==> config.mk <==
export PLATFORM = sky130hd
export DESIGN_NAME = ofcd_top
export DESIGN_NICKNAME = d
export VERILOG_FILES = /design/src/shared/ofcd_pkg.sv /design/src/hdl/ofcd_top.sv /design/src/hdl/ofcd_qual.sv
export SDC_FILE = /design/constraint.sdc
export NUM_CORES = 1
export LEC_CHECK = 0
export BUFFER_PORTS_ARGS = -buffer_cell sky130_fd_sc_hd__buf_4
export CAP_MARGIN = 15
export CORE_ASPECT_RATIO = 0.9
export CORE_MARGIN = 2
export CORE_UTILIZATION = 30
export DETAILED_ROUTE_END_ITERATION = 12
export PLACE_DENSITY_LB_ADDON = 0.12
export SKIP_CTS_REPAIR_TIMING = 1
export SLEW_MARGIN = 20
export SYNTH_ARGS = -nofsm -noshare
export SYNTH_HDL_FRONTEND = slang
export SYNTH_SLANG_ARGS = --single-unit
==> constraint.sdc <==
create_clock -name CLK_SYS_IN -period 19.5 [get_ports CLK_SYS_IN]
set_input_delay 2.925 -clock CLK_SYS_IN [delete_from_list [all_inputs] [get_ports CLK_SYS_IN]]
set_output_delay 2.925 -clock CLK_SYS_IN [all_outputs]
set_load 0.01 [all_outputs]
==> src/shared/ofcd_pkg.sv <==
/*
 * Shared constants for the output frequency and current detection block.
 * Assumes frequencies in 0.01 Hz units, currents and current levels in 0.1 %
 * of rated inverter current, and times in milliseconds.
 */
package ofcd_pkg;
    // clock rate and derived millisecond tick
    localparam int CLK_HZ = 40000000;
    localparam int MS_PER_S = 1000;
    localparam int TICK_MS = 1;
    localparam int CYC_PER_MS = CLK_HZ / MS_PER_S * TICK_MS;
    // widths
    localparam int FREQ_W = 16;
    localparam int PCT_W = 11;
    localparam int TIME_W = 14;
    localparam int CNT_W = 16;
    // settings encodings
    localparam logic [FREQ_W-1:0] FREQ_SAME_AS_FWD = 16'h270F;
    localparam logic [FREQ_W-1:0] FREQ_MAX = 16'h9C40;
    localparam logic [PCT_W-1:0] BAND_FULL = 11'h3E8;
    localparam logic [PCT_W-1:0] CUR_MAX = 11'h7D0;
    localparam logic [TIME_W-1:0] OC_DELAY_MAX = 14'h2710;
    localparam logic [TIME_W-1:0] ZC_TIME_MAX = 14'h03E8;
    localparam logic [PCT_W-1:0] PCT_ZERO = 11'h000;
    // reset values of the settings
    localparam logic [PCT_W-1:0] BAND_RST = 11'h064;
    localparam logic [FREQ_W-1:0] FWD_RST = 16'h0258;
    localparam logic [FREQ_W-1:0] REV_RST = 16'h270F;
    localparam logic [PCT_W-1:0] OC_LEVEL_RST = 11'h5DC;
    localparam logic [TIME_W-1:0] OC_DELAY_RST = 14'h0000;
    localparam logic [PCT_W-1:0] ZC_LEVEL_RST = 11'h032;
    localparam logic [TIME_W-1:0] ZC_TIME_RST = 14'h01F4;
    // hold and response figures in ms
    localparam logic [TIME_W-1:0] HOLD_MS = 14'h0064;
    localparam logic [TIME_W-1:0] RESP_MS = 14'h0064;
    // user group selection value that allows writes
    localparam logic [1:0] GROUP_OPEN = 2'h0;
endpackage

==> src/hdl/ofcd_top.sv <==
/*
 * Output frequency and output current detection for a motor inverter.
 * Assumes inputs synchronous to CLK_SYS_IN, frequencies in 0.01 Hz,
 * currents and levels in 0.1 % of rated current, times in ms.
 */
`timescale 1ns/1ps

//////////////////////////////////////////////////////////////////////////
module ofcd_top
    import ofcd_pkg::*;
#(
    parameter int CYC_MS = CYC_PER_MS
)
(
    input wire logic CLK_SYS_IN,
    input wire logic RST_B_IN,
    input wire logic [FREQ_W-1:0] SET_FREQ_IN,
    input wire logic [FREQ_W-1:0] OUT_FREQ_RAW_IN,
    input wire logic [PCT_W-1:0] OUT_CURRENT_IN,
    input wire logic REVERSE_IN,
    input wire logic DC_BRAKE_IN,
    input wire logic RUNNING_IN,
    input wire logic TUNING_IN,
    input wire logic [1:0] USER_GROUP_SELECT_IN,
    input wire logic WR_EN_IN,
    input wire logic [2:0] WR_SEL_IN,
    input wire logic [FREQ_W-1:0] WR_DATA_IN,
    output logic WR_DONE_OUT,
    output logic WR_REJECT_OUT,
    output logic AT_SPEED_FLAG_OUT,
    output logic FREQ_THRESHOLD_FLAG_OUT,
    output logic OVERCURRENT_FLAG_OUT,
    output logic ZERO_CURRENT_FLAG_OUT
);
    // refuse a tick period that the millisecond counter cannot serve
    if (CYC_MS < 1)
    begin : g_bad_cyc_ms
        $error("CYC_MS must be at least one");
    end

    // setting selectors for the write port
    localparam logic [2:0] SEL_BAND = 3'h0;
    localparam logic [2:0] SEL_FWD = 3'h1;
    localparam logic [2:0] SEL_REV = 3'h2;
    localparam logic [2:0] SEL_OC_LEVEL = 3'h3;
    localparam logic [2:0] SEL_OC_DELAY = 3'h4;
    localparam logic [2:0] SEL_ZC_LEVEL = 3'h5;
    localparam logic [2:0] SEL_ZC_TIME = 3'h6;
    localparam logic [15:0] PCT_DIV = 16'h03E8;

    logic [PCT_W-1:0] speed_band_setting;
    logic [FREQ_W-1:0] forward_freq_threshold;
    logic [FREQ_W-1:0] reverse_freq_threshold;
    logic [PCT_W-1:0] overcurrent_level;
    logic [TIME_W-1:0] overcurrent_delay;
    logic [PCT_W-1:0] zero_current_level;
    logic [TIME_W-1:0] zero_current_time;
    logic [31:0] tick_cnt;
    logic tick;
    logic [FREQ_W-1:0] band;
    logic [FREQ_W-1:0] freq_diff;
    logic [FREQ_W-1:0] active_threshold;
    logic sense_on;
    logic oc_cond;
    logic zc_cond;
    logic [TIME_W-1:0] oc_qual;
    logic [TIME_W-1:0] zc_qual;
    logic oc_flag;
    logic zc_flag;

    // checks whether a written value sits inside its legal range
    function automatic logic in_range(input logic [2:0] sel, input logic [FREQ_W-1:0] val);
        unique case (sel)
            SEL_BAND: in_range = val <= FREQ_W'(BAND_FULL);
            SEL_FWD: in_range = val <= FREQ_MAX;
            SEL_REV: in_range = val <= FREQ_MAX || val == FREQ_SAME_AS_FWD;
            SEL_OC_LEVEL: in_range = val <= FREQ_W'(CUR_MAX);
            SEL_OC_DELAY: in_range = val <= FREQ_W'(OC_DELAY_MAX);
            SEL_ZC_LEVEL: in_range = val <= FREQ_W'(CUR_MAX);
            SEL_ZC_TIME: in_range = val <= FREQ_W'(ZC_TIME_MAX);
            default: in_range = 1'b0;
        endcase
    endfunction

    //////////////////////////////////////////////////////////////////////
    // setting writes, gated by the user group selection
    always_ff @(posedge CLK_SYS_IN or negedge RST_B_IN)
    begin
        if (!RST_B_IN)
        begin
            speed_band_setting <= BAND_RST;
            forward_freq_threshold <= FWD_RST;
            reverse_freq_threshold <= REV_RST;
            overcurrent_level <= OC_LEVEL_RST;
            overcurrent_delay <= OC_DELAY_RST;
            zero_current_level <= ZC_LEVEL_RST;
            zero_current_time <= ZC_TIME_RST;
        end
        else if (WR_EN_IN && USER_GROUP_SELECT_IN == GROUP_OPEN
                 && in_range(WR_SEL_IN, WR_DATA_IN))
        begin
            unique case (WR_SEL_IN)
                SEL_BAND: speed_band_setting <= WR_DATA_IN[PCT_W-1:0];
                SEL_FWD: forward_freq_threshold <= WR_DATA_IN;
                SEL_REV: reverse_freq_threshold <= WR_DATA_IN;
                SEL_OC_LEVEL: overcurrent_level <= WR_DATA_IN[PCT_W-1:0];
                SEL_OC_DELAY: overcurrent_delay <= WR_DATA_IN[TIME_W-1:0];
                SEL_ZC_LEVEL: zero_current_level <= WR_DATA_IN[PCT_W-1:0];
                SEL_ZC_TIME: zero_current_time <= WR_DATA_IN[TIME_W-1:0];
                default: ;
            endcase
        end
    end

    // write answer: one-cycle done or reject pulse
    always_ff @(posedge CLK_SYS_IN or negedge RST_B_IN)
    begin
        if (!RST_B_IN)
        begin
            WR_DONE_OUT <= 1'b0;
            WR_REJECT_OUT <= 1'b0;
        end
        else
        begin
            WR_DONE_OUT <= WR_EN_IN && USER_GROUP_SELECT_IN == GROUP_OPEN
                           && in_range(WR_SEL_IN, WR_DATA_IN);
            WR_REJECT_OUT <= WR_EN_IN && !(USER_GROUP_SELECT_IN == GROUP_OPEN
                             && in_range(WR_SEL_IN, WR_DATA_IN));
        end
    end

    //////////////////////////////////////////////////////////////////////
    // frequency comparisons on the pre-slip output frequency
    always_comb
    begin
        band = FREQ_W'((32'(SET_FREQ_IN) * 32'(speed_band_setting)) / 32'(PCT_DIV));
        if (OUT_FREQ_RAW_IN >= SET_FREQ_IN)
            freq_diff = OUT_FREQ_RAW_IN - SET_FREQ_IN;
        else
            freq_diff = SET_FREQ_IN - OUT_FREQ_RAW_IN;
        if (REVERSE_IN && reverse_freq_threshold != FREQ_SAME_AS_FWD)
            active_threshold = reverse_freq_threshold;
        else
            active_threshold = forward_freq_threshold;
    end

    // frequency flags, forced off while DC braking
    always_ff @(posedge CLK_SYS_IN or negedge RST_B_IN)
    begin
        if (!RST_B_IN)
        begin
            AT_SPEED_FLAG_OUT <= 1'b0;
            FREQ_THRESHOLD_FLAG_OUT <= 1'b0;
        end
        else
        begin
            AT_SPEED_FLAG_OUT <= !DC_BRAKE_IN && freq_diff <= band;
            FREQ_THRESHOLD_FLAG_OUT <= !DC_BRAKE_IN
                                       && OUT_FREQ_RAW_IN >= active_threshold;
        end
    end

    //////////////////////////////////////////////////////////////////////
    // millisecond tick
    always_ff @(posedge CLK_SYS_IN or negedge RST_B_IN)
    begin
        if (!RST_B_IN)
        begin
            tick_cnt <= '0;
            tick <= 1'b0;
        end
        else if (tick_cnt >= 32'(CYC_MS - 1))
        begin
            tick_cnt <= '0;
            tick <= 1'b1;
        end
        else
        begin
            tick_cnt <= tick_cnt + 32'h1;
            tick <= 1'b0;
        end
    end

    // current conditions, levels in tenths of a percent of rated current
    always_comb
    begin
        sense_on = RUNNING_IN || TUNING_IN;
        oc_cond = sense_on && OUT_CURRENT_IN > overcurrent_level;
        zc_cond = sense_on && zero_current_level != PCT_ZERO
                  && OUT_CURRENT_IN < zero_current_level;
        oc_qual = TIME_W'(overcurrent_delay + RESP_MS);
        zc_qual = TIME_W'(zero_current_time + RESP_MS);
    end

    // qualifying timers with hold stretch
    ofcd_qual u_oc
    (
        .clk_in(CLK_SYS_IN),
        .rst_b_in(RST_B_IN),
        .tick_in(tick),
        .cond_in(oc_cond),
        .qual_ms_in(oc_qual),
        .flag_out(oc_flag)
    );

    ofcd_qual u_zc
    (
        .clk_in(CLK_SYS_IN),
        .rst_b_in(RST_B_IN),
        .tick_in(tick),
        .cond_in(zc_cond),
        .qual_ms_in(zc_qual),
        .flag_out(zc_flag)
    );

    // current flags registered at the top
    always_ff @(posedge CLK_SYS_IN or negedge RST_B_IN)
    begin
        if (!RST_B_IN)
        begin
            OVERCURRENT_FLAG_OUT <= 1'b0;
            ZERO_CURRENT_FLAG_OUT <= 1'b0;
        end
        else
        begin
            OVERCURRENT_FLAG_OUT <= oc_flag;
            ZERO_CURRENT_FLAG_OUT <= zc_flag;
        end
    end
endmodule

==> src/hdl/ofcd_qual.sv <==
/*
 * Qualify-and-stretch timer for one current condition.
 * Assumes a one-cycle millisecond tick from the parent.
 */
`timescale 1ns/1ps
module ofcd_qual
    import ofcd_pkg::*;
(
    input wire logic clk_in,
    input wire logic rst_b_in,
    input wire logic tick_in,
    input wire logic cond_in,
    input wire logic [TIME_W-1:0] qual_ms_in,
    output logic flag_out
);
    logic [TIME_W:0] qual_cnt;
    logic [TIME_W-1:0] hold_cnt;

    ////////////////////////////////////////////////////////////////////
    // qualifying timer: counts ms while the condition holds
    always_ff @(posedge clk_in or negedge rst_b_in)
    begin
        if (!rst_b_in)
            qual_cnt <= '0;
        else if (!cond_in)
            qual_cnt <= '0;
        else if (tick_in && qual_cnt <= {1'b0, qual_ms_in})
            qual_cnt <= qual_cnt + 1'b1;
    end

    // flag rises after longer than the delay plus response time, then holds
    always_ff @(posedge clk_in or negedge rst_b_in)
    begin
        if (!rst_b_in)
        begin
            flag_out <= 1'b0;
            hold_cnt <= '0;
        end
        else if (cond_in && qual_cnt > {1'b0, qual_ms_in})
        begin
            flag_out <= 1'b1;
            hold_cnt <= HOLD_MS;
        end
        else if (hold_cnt != '0)
        begin
            if (tick_in)
                hold_cnt <= hold_cnt - 1'b1;
        end
        else
            flag_out <= 1'b0;
    end
endmodule

==> metrics.md <==
| Metric | Value |
|---|---|
| Status | finished, violations left |
| Failing checks | negative setup slack |
| Detailed router's first-iteration violation count | 1061 |
| Clock Pin Slew Worst Setup and Hold Paths | 70 ps |
| Max_cap viols | 0 |
| RePlAce Congestion | about 0.89 |
| Post-Synth Adder-Cell Area | 21.07% |
| Final hold violation count | 0 |
| Root Driver | clkbuf_16 |
| IO Pins | between 70 and 80 |
| Worst Skew | between 10 and 15 ps |
| Routed Antenna Nets | 0 |
| Total leakage power | 13.95 nW |
| Yosys warnings | 0 |
| Reg2reg start | speed_band_setting[4] |
| Crit-path slowest cell | fa_2 |
| Dominant synthesized flop cell | dfrtp_1 |
| TritonCTS clock tree | built |
| RSZ-0062 raised after global routing | yes |
| Seq/Total Area, Yosys | 20.98% |
| Synth Area in Simple Gates | 20.20% |
| Crit path from | SET_FREQ_IN[8] |
| DR WL/cell | approximately 17 µm |
| Pre-antenna DRT Iters | 5 |
| Syn-to-layout area delta | 31.94% |
| Final slew viol count | 0 |
| Area of the multi-input gates | 18250 µm² |
| Clock sinks | 192 |
| Mux cell area share after synthesis | 6.969% |
| Layout cells sized above 1 | 32.87% |
| Antenna Cells | 0 |
| Endpoint class of the critical path | register |
| Syn Inst Count | 2613 |
| Cell area after synthesis | about 23000 µm² |
| Global-route wire length before repair | 112500 µm |
| Register area | 4843 µm² |
| Final worst slack | -9.354 ps |
| CP required | 19880 ps |
| GRT Total Usage | about 18% |
| Top post-synthesis cells by area | dfrtp_1, fa_1, ha_1 |
| Core box area | ~76000 µm² |
| Largest buffer count on any clock path | 2 |
| Vias in the first global route | 20490 |
| Top cell by count, worst path | buf_6 |
| Synth async-reset ratio | 100.0% |
| Slew HR | 34.40% |
| Nets | 3521 |
| Worst min path class | reg -> reg |
| Worst slack, placed | -1186 ps |
| Area share of the largest cell type after synthesis | 17.45% |
| Htree depth | 4 |
| Fillers | 7676 |
| DIE WIDTH | 296.4 µm |
| Tcrit/Tclk final | 100.0% |
| Vias post-DR | 20800 |
| Switching part of the total | between 40% and 50% |
| Post-Route WL | just over 70000 µm |
| Detail Placement HPWL | 57290 µm |
| Critical path launch point type | primary input |
| Die height | 267.2 µm |
| Final instance area | between 30000 and 40000 µm² |
| Seq pwr share | 11.3% |
| Clock group share of total power | 8.5% |
| Initial Util | 30.27% |
| Total die area | 79200 µm² |
| Synth Area in Compound Gates | 18.73% |
| XOR/XNOR Fraction of Synth Area | around 6% |
| Fmax | about 50 MHz |
| Hold Path Origin | u_zc.flag_out |
| Syn avg cell area | just under 9 µm² |
| Largest family of logic cells by synthesized area | adder cells |
| Combinational power share | 80.2% |
| Std-Cell Rows | 96 |
| Post-synth EDFFs | 0 |
| Worst-Margin Slew | 977.0 ps |
| P_sw | between 0.0015 and 0.002 W |
| Drt drc | 0 |
| Worst-skew pair later-pin latency | 450 ps |
| Largest net degree at the start of global routing | 118 |
| Number of port buffers | 76 |
| Hold WS | about 380 ps |
| Netlist cell types | 149 |
| Placed Area | approximately 28000 µm² |
| Int Power | 0.002297 W |
| Critical-path maximum fanout | 7 |
| Final setup violation count | 1 |
| Worst Setup Path Type | in -> reg |
| Pwr per Cell Area | 139.2 nW/µm² |
| Num CTS Buffers | 17 |
| Max IR drop VDD | 0.0001803 V |
| WHS Path Cells | 0 |
| Yosys top cell by area | dfrtp_1 |
| FF+latch count, synth | 192 |
| DR vias/cell | between 4 and 5 |
| Slowest stage delay, CP | 570 ps |
| Final Critical Period | 19510 ps |
| Gr ovfl total | 0 |
| Worst r2r path cells | 75 |
| Critical path arrival | 19890 ps |
| Initial antenna violation count | 9 |
==> per-layer routing <==
| layer | global-route usage, % | share of wire [%] |
|---|---|---|
| met4 | 2.293 | 0.73 |
| met1 | 25.44 | 50 |
| met3 | 3.203 | 3.7 |
| met2 | 28.28 | 46 |
| met5 | 0 | 0.14 |
==> synth_stat cells, types with 27 or more instances <==
library cell / n
nand2_1: 246
inv_1: 239
nor2_1: 187
ha_1: 184
dfrtp_1: 161
fa_1: 127
a21oi_1: 126
and2_1: 109
mux2_2: 96
xnor2_1: 87
o21ai_0: 74
nand3_1: 61
xor2_1: 61
clkbuf_1: 59
a21o_1: 56
mux2i_1: 41
nor2b_1: 41
nor3_1: 38
nand4_1: 36
dfstp_2: 31
nand2b_1: 27
==> kinds of logic (layout without fill, tap and decap cells) <==
family,Yosys count,after routing
mux,145,146
buf+inv,336,858
xor+xnor,154,154
fa+ha+maj,313,313
compound gates,572,573
other cells,1,16
simple gates,900,900
flops,192,192
==> path summary, 6_finish.rpt <==
path / end / slack [ps]
setup / recovery: AT_SPEED_FLAG_OUT / -9
min in group asynchronous: overcurrent_delay[2] / 2610
setup reg to reg: AT_SPEED_FLAG_OUT / 1740
hold reg to reg: ZERO_CURRENT_FLAG_OUT / 380
hold / removal: ZERO_CURRENT_FLAG_OUT / 380
max in group asynchronous: forward_freq_threshold[14] / 15320
==> power groups by stage <==
stage,sequential (W),combinational (W),clock [W]
after floorplan,0.000469,0.00173,0
after global placement,0.000483,0.00298,0
after detailed placement,0.000485,0.00299,0
after CTS,0.000478,0.00301,0.000373
after global routing,0.000485,0.00370,0.000388
final,0.000478,0.00340,0.000360
==> per-stage QoR <==
step / utilization, % / cells / TNS [ps] / total power, W
floorplan: - / 2628 / 0 / 0.002196
global placement: 36.56 / 4071 / -1194 / 0.003464
detailed placement: 36.57 / 4071 / -1186 / 0.003480
CTS: 37.36 / 4103 / -755.3 / 0.003865
global route: 39.94 / 4181 / -712.2 / 0.004570
finish: 39.94 / 4181 / -9.354 / 0.004240
==> registers in the layout, summed over array words and instances (netlist names) <==
name,count
AT_SPEED_FLAG_OUT,1
FREQ_THRESHOLD_FLAG_OUT,1
OVERCURRENT_FLAG_OUT,1
WR_DONE_OUT,1
WR_REJECT_OUT,1
ZERO_CURRENT_FLAG_OUT,1
forward_freq_threshold,16
overcurrent_delay,14
overcurrent_level,11
reverse_freq_threshold,16
speed_band_setting,11
tick,1
tick_cnt,32
u_oc.flag_out,1
u_oc.hold_cnt,14
u_oc.qual_cnt,15
u_zc.flag_out,1
u_zc.hold_cnt,14
u_zc.qual_cnt,15
zero_current_level,11
zero_current_time,14
==> worst max-delay path, delay by kind of cell <==
| family | cells | cell delay [ps] |
|---|---|---|
| compound gates | 37 | 8170 |
| simple gates | 17 | 3060 |
| fa+ha+maj | 7 | 3010 |
| buf+inv | 11 | 1320 |
| mux | 3 | 1000 |
| xor+xnor | 2 | 360 |
==> final cells by class <==
| type | count | share of cell area, % |
|---|---|---|
| multi-input combinational | 2102 | 59.89 |
| sequential | 192 | 15.90 |
| timing repair buffer | 586 | 15.05 |
| tap | 1029 | 4.226 |
| inverter | 240 | 2.965 |
| clock buffer | 22 | 1.589 |
| clock inverter | 10 | 0.3861 |
==> cells in the final DEF, fill, tap and decap left out, types with 15 or more instances in the layout <==
cell	count
nor4_1	17
a21oi_2	19
clkbuf_16	17
nor2b_1	41
nand4_1	36
conb_1	16
ha_1	168
buf_4	554
nand3_1	57
nor3_1	36
mux2i_1	34
mux2_2	97
buf_6	21
o21ai_0	61
nand2_2	18
o21ai_1	24
and2_1	103
dfrtp_1	161
a21o_1	55
or3_1	19
o211ai_1	18
inv_1	228
nand2b_1	27
xnor2_1	83
ha_4	15
and3_1	23
a21oi_1	108
nand2_1	228
nor2_1	183
fa_1	116
dfstp_2	31
xor2_1	59
a31oi_1	16
Power figures use the tool's default switching activity.
